`src/shared/burst_seq_pkg.sv`:
```
/*
  Package for the burst transfer sequencer: size and port codes, request
  and configuration structs, state encoding and field constants.
  Assumes a single 20 MHz bus clock shared with the external slaves.
*/
package burst_seq_pkg;

  localparam int ADDR_W = 28;
  localparam int DATA_W = 32;
  localparam int BEAT_W = 5;
  localparam int FIFO_DEPTH = 4;

  // codes driven on the size lines
  typedef enum logic [1:0] {
    SZ_LONG = 2'b00,
    SZ_BYTE = 2'b01,
    SZ_WORD = 2'b10,
    SZ_LINE = 2'b11
  } op_size_t;

  // port width of the selected region
  typedef enum logic [1:0] {
    PORT_32 = 2'b00,
    PORT_8 = 2'b01,
    PORT_16 = 2'b10
  } port_width_t;

  // gray codes along idle -> start -> data
  typedef enum logic [1:0] {
    ST_IDLE = 2'b00,
    ST_START = 2'b01,
    ST_DATA = 2'b11
  } seq_state_t;

  // byte-lane field of an 8-bit port, upper half of a 16-bit port
  localparam int LANE8_HI = 31;
  localparam int LANE8_LO = 24;
  localparam int LANE16_LO = 16;

  localparam logic [ADDR_W-1:0] ADDR_RST = 28'h0000000;
  localparam logic [DATA_W-1:0] DATA_RST = 32'h00000000;
  localparam logic [1:0] TYPE_RST = 2'h0;
  localparam logic [BEAT_W-1:0] BEATS_RST = 5'h00;

  typedef struct packed {
    logic [ADDR_W-1:0] addr;
    op_size_t size;
    logic write;
    logic [1:0] xtype;
    logic is_code;
    logic supervisor;
  } xfer_req_t;

  // settings of the matching chip-select or default memory region
  typedef struct packed {
    port_width_t port;
    logic burst_en;
    logic dram;
  } region_cfg_t;

endpackage

```
`src/rtl/beat_fifo.sv`:
```
/*
  Small synchronous FIFO with valid/ready on both sides.
  Assumes one clock and an asynchronous active-high reset.
*/
module beat_fifo #(
  parameter int WIDTH = 32,
  parameter int DEPTH = 4
) (
  input wire logic clk,
  input wire logic rst,
  input wire logic in_valid,
  output logic in_ready,
  input wire logic [WIDTH-1:0] in_data,
  output logic out_valid,
  input wire logic out_ready,
  output logic [WIDTH-1:0] out_data
);
  localparam int PW = (DEPTH > 1) ? $clog2(DEPTH) : 1;
  localparam logic [PW:0] DEPTH_C = (PW + 1)'(DEPTH);
  localparam logic [PW-1:0] LAST_C = PW'(DEPTH - 1);

  logic [WIDTH-1:0] mem_q [DEPTH];
  logic [PW-1:0] wr_q;
  logic [PW-1:0] rd_q;
  logic [PW:0] cnt_q;
  wire push = in_valid && in_ready;
  wire pop = out_valid && out_ready;

  assign in_ready = cnt_q != DEPTH_C;
  assign out_valid = cnt_q != '0;
  assign out_data = mem_q[rd_q];

  always_ff @(posedge clk) begin
    if (push) begin
      mem_q[wr_q] <= in_data;
    end
  end

  always_ff @(posedge clk or posedge rst) begin
    if (rst) begin
      wr_q <= '0;
      rd_q <= '0;
      cnt_q <= '0;
    end else begin
      if (push) begin
        wr_q <= (wr_q == LAST_C) ? '0 : wr_q + 1'b1;
      end
      if (pop) begin
        rd_q <= (rd_q == LAST_C) ? '0 : rd_q + 1'b1;
      end
      cnt_q <= cnt_q + (PW + 1)'(push) - (PW + 1)'(pop);
    end
  end
endmodule

```
`src/rtl/burst_bus_transfer_sequencer.sv`:
```
/*
  External bus master sequencer for multi-beat word, longword and line
  transfers: address stepping, size codes, start/acknowledge handshake,
  wait states and data bus release. Read beats pass through a FIFO.
  Assumes the slave is synchronous to clk and the testbench resolves
  the data bus from data_oe.
*/
module burst_bus_transfer_sequencer #(
  parameter int FIFO_DEPTH = burst_seq_pkg::FIFO_DEPTH
) (
  input wire logic clk,
  input wire logic rst,
  // request side
  input wire logic req_valid,
  output logic req_ready,
  input wire burst_seq_pkg::xfer_req_t req,
  input wire burst_seq_pkg::region_cfg_t region_cfg,
  input wire logic wd_valid,
  output logic wd_ready,
  input wire logic [burst_seq_pkg::DATA_W-1:0] wd_data,
  output logic rd_valid,
  input wire logic rd_ready,
  output logic [burst_seq_pkg::DATA_W-1:0] rd_data,
  output logic busy,
  output logic done,
  // external bus
  output logic [burst_seq_pkg::ADDR_W-1:0] addr,
  output logic xfer_start_n,
  output logic [1:0] xfer_type,
  output logic access_mode_line,
  output logic read_write,
  output logic [1:0] xfer_size,
  output logic [burst_seq_pkg::DATA_W-1:0] data_o,
  output logic data_oe,
  input wire logic [burst_seq_pkg::DATA_W-1:0] data_i,
  input wire logic xfer_ack_n
);
  import burst_seq_pkg::*;

  seq_state_t state_q;
  seq_state_t state_d;
  xfer_req_t req_q;
  region_cfg_t cfg_q;
  logic burst_q;
  logic [1:0] size_q;
  logic [ADDR_W-1:0] addr_q;
  logic [DATA_W-1:0] wdata_q;
  logic [BEAT_W-1:0] left_q;
  logic oe_q;
  logic done_q;

  // log2 of operand bytes and port bytes
  function automatic logic [2:0] op_log(input op_size_t s);
    logic [2:0] r;
    r = 3'h0;
    case (s)
      SZ_BYTE: r = 3'h0;
      SZ_WORD: r = 3'h1;
      SZ_LONG: r = 3'h2;
      default: r = 3'h4;
    endcase
    return r;
  endfunction

  function automatic logic [2:0] port_log(input port_width_t p);
    logic [2:0] r;
    r = 3'h2;
    case (p)
      PORT_8: r = 3'h0;
      PORT_16: r = 3'h1;
      default: r = 3'h2;
    endcase
    return r;
  endfunction

  // decode of the incoming request against its region settings
  wire [2:0] in_oplog = op_log(req.size);
  wire [2:0] in_portlog = port_log(region_cfg.port);
  wire in_wider = in_oplog > in_portlog;
  wire [2:0] in_beatlog = in_wider ? 3'(in_oplog - in_portlog) : 3'h0;
  // one to sixteen beats; they burst when the region has burst_en or dram set
  wire [BEAT_W-1:0] in_beats = BEAT_W'(5'h01 << in_beatlog);
  wire in_burst = region_cfg.burst_en || region_cfg.dram;
  // size code: operand in burst mode, narrower of the two otherwise
  wire [1:0] in_size = (in_burst || !in_wider) ? req.size
                     : region_cfg.port;

  // room in the read FIFO is the back-pressure for taking a read request
  logic fifo_in_ready;
  wire is_write = req_q.write;
  wire take_ok = req.write ? wd_valid : fifo_in_ready;
  wire take = state_q == ST_IDLE && req_valid && take_ok;
  wire ack = state_q == ST_DATA && !xfer_ack_n;
  wire last = left_q == BEATS_RST;
  wire next_beat = ack && !last;
  wire inhib_wait = state_q == ST_DATA && !is_write && !last
                    && !fifo_in_ready;

  // address stepping stays inside the operand's aligned block
  wire [2:0] cur_oplog = op_log(op_size_t'(req_q.size));
  wire [2:0] cur_portlog = port_log(cfg_q.port);
  wire [ADDR_W-1:0] step = ADDR_W'(28'h1 << cur_portlog);
  wire [ADDR_W-1:0] blk_mask = ADDR_W'((28'h1 << cur_oplog) - 28'h1);
  wire [ADDR_W-1:0] addr_inc = ADDR_W'(addr_q + step);
  wire [ADDR_W-1:0] addr_next = (addr_q & ~blk_mask)
                              | (addr_inc & blk_mask);

  // read capture: narrow ports land in the low bits
  logic [DATA_W-1:0] cap_data;
  always_comb begin
    cap_data = data_i;
    case (cfg_q.port)
      PORT_8: cap_data = DATA_W'(data_i[LANE8_HI:LANE8_LO]);
      PORT_16: cap_data = DATA_W'(data_i[LANE8_HI:LANE16_LO]);
      default: cap_data = data_i;
    endcase
  end
  wire cap_push = ack && !is_write;

  beat_fifo #(
    .WIDTH(DATA_W),
    .DEPTH(FIFO_DEPTH)
  ) rd_fifo (
    .clk(clk),
    .rst(rst),
    .in_valid(cap_push),
    .in_ready(fifo_in_ready),
    .in_data(cap_data),
    .out_valid(rd_valid),
    .out_ready(rd_ready),
    .out_data(rd_data)
  );

  // state flow: start cycle, then data cycles until the last acknowledge; without burst each beat gets its own start cycle
  always_comb begin
    state_d = state_q;
    case (state_q)
      ST_IDLE: begin
        if (take) begin
          state_d = ST_START;
        end
      end
      ST_START: begin
        state_d = ST_DATA;
      end
      ST_DATA: begin
        if (ack && last) begin
          state_d = ST_IDLE;
        end else if (next_beat && !burst_q) begin
          state_d = ST_START;
        end
      end
      default: state_d = ST_IDLE;
    endcase
  end

  always_ff @(posedge clk or posedge rst) begin
    if (rst) begin
      state_q <= ST_IDLE;
    end else begin
      state_q <= state_d;
    end
  end

  // request, region settings and mode latched when taken
  always_ff @(posedge clk or posedge rst) begin
    if (rst) begin
      req_q <= '0;
      cfg_q <= '0;
      burst_q <= 1'b0;
      size_q <= SZ_LONG;
    end else if (take) begin
      req_q <= req;
      cfg_q <= region_cfg;
      burst_q <= in_burst;
      size_q <= in_size;
    end
  end

  // address and remaining beats; held while acknowledge is negated
  always_ff @(posedge clk or posedge rst) begin
    if (rst) begin
      addr_q <= ADDR_RST;
      left_q <= BEATS_RST;
    end else if (take) begin
      addr_q <= req.addr;
      left_q <= BEAT_W'(in_beats - 5'h01);
    end else if (next_beat) begin
      addr_q <= addr_next;
      left_q <= BEAT_W'(left_q - 5'h01);
    end
  end

  // write data: one word per beat, next word loaded on acknowledge
  assign wd_ready = (take && req.write) || (next_beat && is_write);
  always_ff @(posedge clk or posedge rst) begin
    if (rst) begin
      wdata_q <= DATA_RST;
    end else if (wd_ready) begin
      wdata_q <= wd_data;
    end
  end

  // data bus enable for writes only, from the second cycle up to the final acknowledge
  always_ff @(posedge clk or posedge rst) begin
    if (rst) begin
      oe_q <= 1'b0;
    end else if (ack && last) begin
      oe_q <= 1'b0;
    end else if (state_q == ST_START && is_write) begin
      oe_q <= 1'b1;
    end
  end

  always_ff @(posedge clk or posedge rst) begin
    if (rst) begin
      done_q <= 1'b0;
    end else begin
      done_q <= ack && last;
    end
  end

  // stall_start flags a read start cycle without FIFO room; nothing uses it
  wire stall_start = state_q == ST_START && !is_write && !fifo_in_ready;

  assign req_ready = state_q == ST_IDLE && take_ok;
  assign busy = state_q != ST_IDLE;
  assign done = done_q;
  assign addr = addr_q;
  assign xfer_start_n = !(state_q == ST_START);
  assign xfer_type = (state_q == ST_IDLE) ? TYPE_RST : req_q.xtype;
  assign access_mode_line = (state_q == ST_START) ? req_q.is_code
                          : req_q.supervisor;
  assign read_write = (state_q == ST_IDLE) ? 1'b1 : !is_write;
  assign xfer_size = size_q;
  assign data_o = wdata_q;
  assign data_oe = oe_q;

  // read FIFO room is checked only at take; later read beats are dropped when it is full
  logic unused_ok;
  assign unused_ok = inhib_wait ^ stall_start;

endmodule

```
`config.mk`:
```
export PLATFORM = sky130hd
export DESIGN_NAME = burst_bus_transfer_sequencer
export DESIGN_NICKNAME = d
export VERILOG_FILES = /design/src/shared/burst_seq_pkg.sv /design/src/rtl/beat_fifo.sv /design/src/rtl/burst_bus_transfer_sequencer.sv
export SDC_FILE = /design/constraint.sdc
export NUM_CORES = 1
export LEC_CHECK = 0
export BUFFER_PORTS_ARGS = -buffer_cell sky130_fd_sc_hd__buf_2
export CAP_MARGIN = 40
export CORE_ASPECT_RATIO = 0.9
export CORE_MARGIN = 2
export CORE_UTILIZATION = 55
export CTS_CLUSTER_DIAMETER = 50
export DETAILED_ROUTE_END_ITERATION = 10
export PLACE_DENSITY = 0.87
export SLEW_MARGIN = 10
export SYNTH_ARGS = -nofsm -noshare
export SYNTH_HDL_FRONTEND = slang
export SYNTH_HIERARCHICAL = 1
export SYNTH_SLANG_ARGS = --single-unit
```
`constraint.sdc`:
```
create_clock -name clk -period 3.5 [get_ports clk]
set_clock_uncertainty 0.05 [all_clocks]
set_input_delay 0.7 -clock clk [delete_from_list [all_inputs] [get_ports clk]]
set_output_delay 0.7 -clock clk [all_outputs]
set_load 0.005 [all_outputs]
```
==> impl_metrics.ini, run 1 <==
[status]
outcome = finished, final reports clean

[route]
wl_per_cell_um = 19.6
viasPerCell = 5.55
vias = 6549
drt_iter0_drc = 410
first_pass_iters = 5
ant_nets = 0
drt_wl_total_um = 23100
drc = 0

[sta]
fin_tns_setup_ns = 0
relSlewSlack_pct = 40.7
post-route-period-util_pct = 92.1
worst_slew_pin_slew_ns = 0.889
final-setup-viol-count = 0
max_freq_mhz = 310
finalMaxSlewViolations = 0
rsz0062_at_grt = no
period_minus_slack_ns = 3.22
finalHoldViolations = 0
setup_slack_ns = 0.275

[clock_tree]
cts-root-buf = clkbuf_16
postCtsSetupBuffers = 0
htreeDepth = 1
clock-sinks = 216
cts_tree = done
cts_buffer_depth = 3
clkLatencyLatePin_ns = 0.51
ctsHoldBuffers = 0
clkTransAtPathRegs_ns = 0.06
cts_made_buffers = 24
cts.repair.resized = 0

[floorplan]
die_y_um = 130
core-area_um2 = 17400
ioPinCount = 214
die_x_um = 144
start_util_pct = 55.7
dieArea_um2 = 18800
fp-row-count = 46

[synth]
synth_edf_count = 128
synth-async-reset-ratio_pct = 40.7
syn-cell-area_um2 = 9720
synth.distinct_cells = 57
syn_nets = 829
synth.ff_latch_count = 216
ys_warn_count = 6
avgSynthCellArea_um2 = 14.0
syn_inst = 692
yosysSeqAreaShare_pct = 62.2
dominantRegCellSynth = edfxtp_1

[power]
leakage_nw = 5.03
power.density_nw_per_um2 = 888
peakVddDrop_v = 0.000598

[final_layout]
finalNetCount = 1056
regArea_um2 = 6050
final_layout_size_suffix_gt1_share_pct = 37.9
areaGrowthSynthToFinish_pct = 22.0
n_fill_cell = 1243
multi_input_area_um2 = 3420

[flow_run]
cap_violations = 0

[global_routing]
grt_pass1_wl_um = 36100
grt_pass1_vias = 6840
grt.overflow.total = 0
grt_max_degree = 46
grt_usage_pct = 25.1
antenna_found_initial = 3

[worst_setup_path]
cp_max_fo = 11
critPathRequiredTime_ns = 2.75
cp-start-kind = flop
cp_slowest_cell = or3b_4
critPathArrivalTime_ns = 2.47
critPathKind = flop to primary output
crit_family = simple AND/OR/NAND/NOR gates
critPathBufInv = 1
end_kind = primary output
cp_slowest_stage_delay_ns = 0.46
path_cells = or3b_4 -> mux2_2 -> and3_2 -> a22o_2 -> buf_2

[place]
dpl.hpwl_um = 16200
pre_cts_ws_ns = 0.320
io_buffers = 213
gp_congestion = 0.806

[hold_path]
min-delay-path-class = primary input to async pin
## routing by layer
layer / track usage [%] / share of wire (%) / up-vias
li1: - / - / 2984
met1: 31.7 / 39 / 3237
met2: 44.6 / 51 / 293
met3: 5.87 / 8.9 / 35
met4: 5.31 / 1.8 / 0
met5: 0 / 0 / -
## per-stage QoR
step,instances,utilization [%],power (mW),hold slack [ns],cell area [um2]
CTS,1177,68.0,10.6,0.0750,11900
detailed placement,1133,63.5,8.09,0.415,11100
finish,1179,68.0,10.5,0.0732,11900
global placement,1133,63.5,7.88,0.402,11100
global route,1177,68.0,11.1,0.0836,11900
floorplan,692,-,6.58,0.388,9720
## synthesized netlist by cell type, types with 14 or more instances
cell type | instances | area (um2)
edfxtp_1 | 128 | 3840
nand2_1 | 106 | 398
dfrtp_1 | 88 | 2200
o21ai_0 | 41 | 205
mux4_2 | 32 | 721
mux2_4 | 31 | 465
nor2_1 | 27 | 101
ha_1 | 25 | 313
inv_1 | 22 | 82.6
and2_1 | 20 | 125
clkbuf_1 | 16 | 60.1
nand3_1 | 15 | 75.1
xnor2_1 | 14 | 123
## where the power goes
| group | switching (mW) | total [mW] | internal, mW |
|---|---|---|---|
| clock network | 0.988 | 2.46 | 1.48 |
| logic | 2.02 | 3.86 | 1.84 |
| registers | 0.470 | 4.20 | 3.73 |
## final timing paths
| path | startpoint | slack, ns | cells past startpoint | to |
|---|---|---|---|---|
| max in group asynchronous | rst | 2.47 | 3 | data_o[13]$_DFFE_PP0P_ |
| min in group clk | req[25] | 0.34 | 3 | flop |
| min | rst | 0.07 | 2 | rd_fifo/cnt_q[1]$_DFF_PP0_ |
| max | rd_fifo/cnt_q[1]$_DFF_PP0_ | 0.28 | 5 | wd_ready |
| max reg2reg | cfg_q[2]$_DFFE_PP0P_ | 0.70 | 9 | flop |
| min reg2reg | req_q[1]$_DFFE_PP0P_ | 0.42 | 2 | req_q[1]$_DFFE_PP0P_ |
## cells by family (layout without fill, tap and decap cells)
logic type	Yosys count	in the layout	synth area share (%)
xor gates and xnor gates	18	18	1.62
DFF	216	216	62.2
other	1	3	0.0386
adders and majority gates	28	28	3.84
muxes	76	76	13.6
buffers and inverters	52	297	2.59
AOI/OAI and AO/OA	88	88	5.59
and+or+nand+nor	213	213	10.5
## cells in the final DEF (no fill, tap or decap), types with 6 or more instances in the layout
master     instances
xnor2_1           14
nand2_1          106
dfrtp_1           87
and2_1            20
nor2_1            27
a21o_1             6
nand3_1           15
mux4_2            32
buf_2            213
a22oi_1           10
buf_4             17
o21ai_0           41
a21oi_1           13
clkbuf_16         25
mux2_2             8
mux2_4            31
inv_1             21
ha_1              25
clkbuf_1           8
edfxtp_1         128
## area by class of cell
cell class / count / area share [%]
Sequential cell: 216 / 51.0
Multi-Input combinational cell: 424 / 28.9
Timing Repair Buffer: 231 / 10.2
Clock buffer: 37 / 5.99
Tap cell: 240 / 2.53
Inverter: 22 / 0.707
Clock inverter: 7 / 0.591
Antenna cell: 2 / 0.0422
No activity file was read; power rests on OpenSTA's default activity.
==> inputs of run 2 (changes only) <==
Settings changed: REMOVE_ABC_BUFFERS set to 1.
==> run 2 against run 1 <==
- core utilization up 0.16 points
- final cell count is 0.17% lower
- power shrank 0.39%
- sequential share of layout area down 0.12 points
- worst setup slack gained 0.090 ns
- flip-flop and latch count stayed put
- sequential power hardly changed
- routed wire length down 3.8%
- die area did not move
- fmax is 2.9% higher
- critical path type unchanged
- largest cell class unchanged
==> impl_metrics.ini, run 2 (same netlist as run 1, synthesis figures left out) <==
[status]
outcome = finished, final reports clean

[worst_setup_path]
cp_slowest_stage_delay_ns = 0.45
path_cells = or3b_4 -> mux2_2 -> and3_2 -> a22o_2 -> buf_2
critPathBufInv = 1
cp_max_fo = 7
crit_family = simple AND/OR/NAND/NOR gates
cp-start-kind = flop
end_kind = primary output
cp_slowest_cell = or3b_4
critPathKind = flop to primary output
critPathRequiredTime_ns = 2.75
crit_start = rd_fifo/cnt_q[1]$_DFF_PP0_
critPathArrivalTime_ns = 2.38
r2r_start = rd_fifo/cnt_q[1]$_DFF_PP0_

[final_layout]
final_core_util_pct = 68.1
final_common_cell = buf_2
final_layout_size_suffix_gt1_share_pct = 37.8
layout_common_cells = 213 x buf_2, 128 x edfxtp_1, 106 x nand2_1
multi_input_area_um2 = 3420
finalNetCount = 1057
areaGrowthSynthToFinish_pct = 22.3
n_fill_cell = 1218
regArea_um2 = 6050

[sta]
post-route-period-util_pct = 89.6
max_freq_mhz = 319
final-setup-viol-count = 0
period_minus_slack_ns = 3.13
finalMaxSlewViolations = 0
relSlewSlack_pct = 56.4
worst_slew_pin_slew_ns = 0.654
finalHoldViolations = 0
rsz0062_at_grt = no

[flow_run]
cap_violations = 0

[clock_tree]
cts-root-buf = clkbuf_16
cts_buffer_depth = 3
postCtsSetupBuffers = 0
htreeDepth = 1
clock-sinks = 216
cts_tree = done
clkTransAtPathRegs_ns = 0.06
cts_made_buffers = 23
clkLatencyLatePin_ns = 0.50
ctsHoldBuffers = 0
cts.repair.resized = 0

[global_routing]
grt_pass1_wl_um = 34300
grt_max_degree = 50
antenna_found_initial = 1
grt.overflow.total = 0
grt_pass1_vias = 6643
grt_usage_pct = 23.8

[route]
drt_iter0_drc = 385
ant_nets = 0
vias = 6466
drt_wl_total_um = 22200
wl_per_cell_um = 18.9
first_pass_iters = 5
drc = 0
viasPerCell = 5.49

[place]
dpl.hpwl_um = 15900
gp_congestion = 0.872
io_buffers = 213

[power]
peakVddDrop_v = 0.000553
p_total_mw = 10.5
leakage_nw = 5.03
power.density_nw_per_um2 = 882

[floorplan]
fp-row-count = 46
die_y_um = 130
die_x_um = 144
ioPinCount = 214
dieArea_um2 = 18800
start_util_pct = 55.7
core-area_um2 = 17400

[hold_path]
min-delay-path-class = primary input to async pin
-- run 2: path summary, 6_finish.rpt --
path                                                    to  slack, ns  depth (start not counted)
worst max-delay path                              wd_ready       0.37                          5
worst min-delay path            rd_fifo/cnt_q[2]$_DFF_PP0_       0.09                          2
worst max register to register       left_q[4]$_DFFE_PP0P_       0.89                          9
worst min register to register        req_q[1]$_DFFE_PP0P_       0.43                          2
max in group asynchronous           data_o[31]$_DFFE_PP0P_       2.55                          3
min in group clk                      req_q[2]$_DFFE_PP0P_       0.34                          3
-- run 2: worst reg2reg max path, delay by kind of cell (launching register included) --
kind / cells / cell delay (ns)
flops: 1 / 0.43
mux: 1 / 0.30
buf+inv: 1 / 0.23
simple gates: 4 / 0.94
fa+ha+maj: 1 / 0.23
compound gates: 2 / 0.31
-- run 2: metrics by stage --
stage | cells | instance area [um2] | setup slack (ns) | setup TNS [ns] | hold WS [ns]
final | 1177 | 11900 | 0.365 | 0 | 0.0874
after global routing | 1177 | 11900 | 0.281 | 0 | 0.0947
after CTS | 1176 | 11900 | 0.345 | 0 | 0.0805
after detailed placement | 1135 | 11100 | 0.341 | 0 | 0.418
after global placement | 1135 | 11100 | 0.461 | 0 | 0.409
after floorplan | 662 | 9550 | -0.499 | -9.57 | 0.388
-- run 2: metal layers --
layer	global-route usage (%)	vias up	share of wire, %
met5	0	-	0
met4	6.52	0	2.3
met3	5.58	41	7.6
met2	42.1	257	51
met1	29.7	3186	39
li1	-	2982	-
-- run 2: area by class of cell --
type,count,area share (%)
timing repair buffer,233,10.6
clock inverter,15,1.55
clock buffer,26,4.94
antenna,1,0.0211
tap,240,2.53
inverter,22,0.705
multi-input combinational,424,28.8
sequential,216,50.9
-- run 2: where the power goes --
| part | switching (mW) | total (mW) | internal, mW | leakage (nW) |
|---|---|---|---|---|
| combinational | 1.94 | 3.78 | 1.83 | 2.42 |
| sequential | 0.509 | 4.23 | 3.73 | 2.25 |
| clock | 0.968 | 2.47 | 1.50 | 0.364 |
| total | 3.42 | 10.5 | 7.06 | 5.03 |
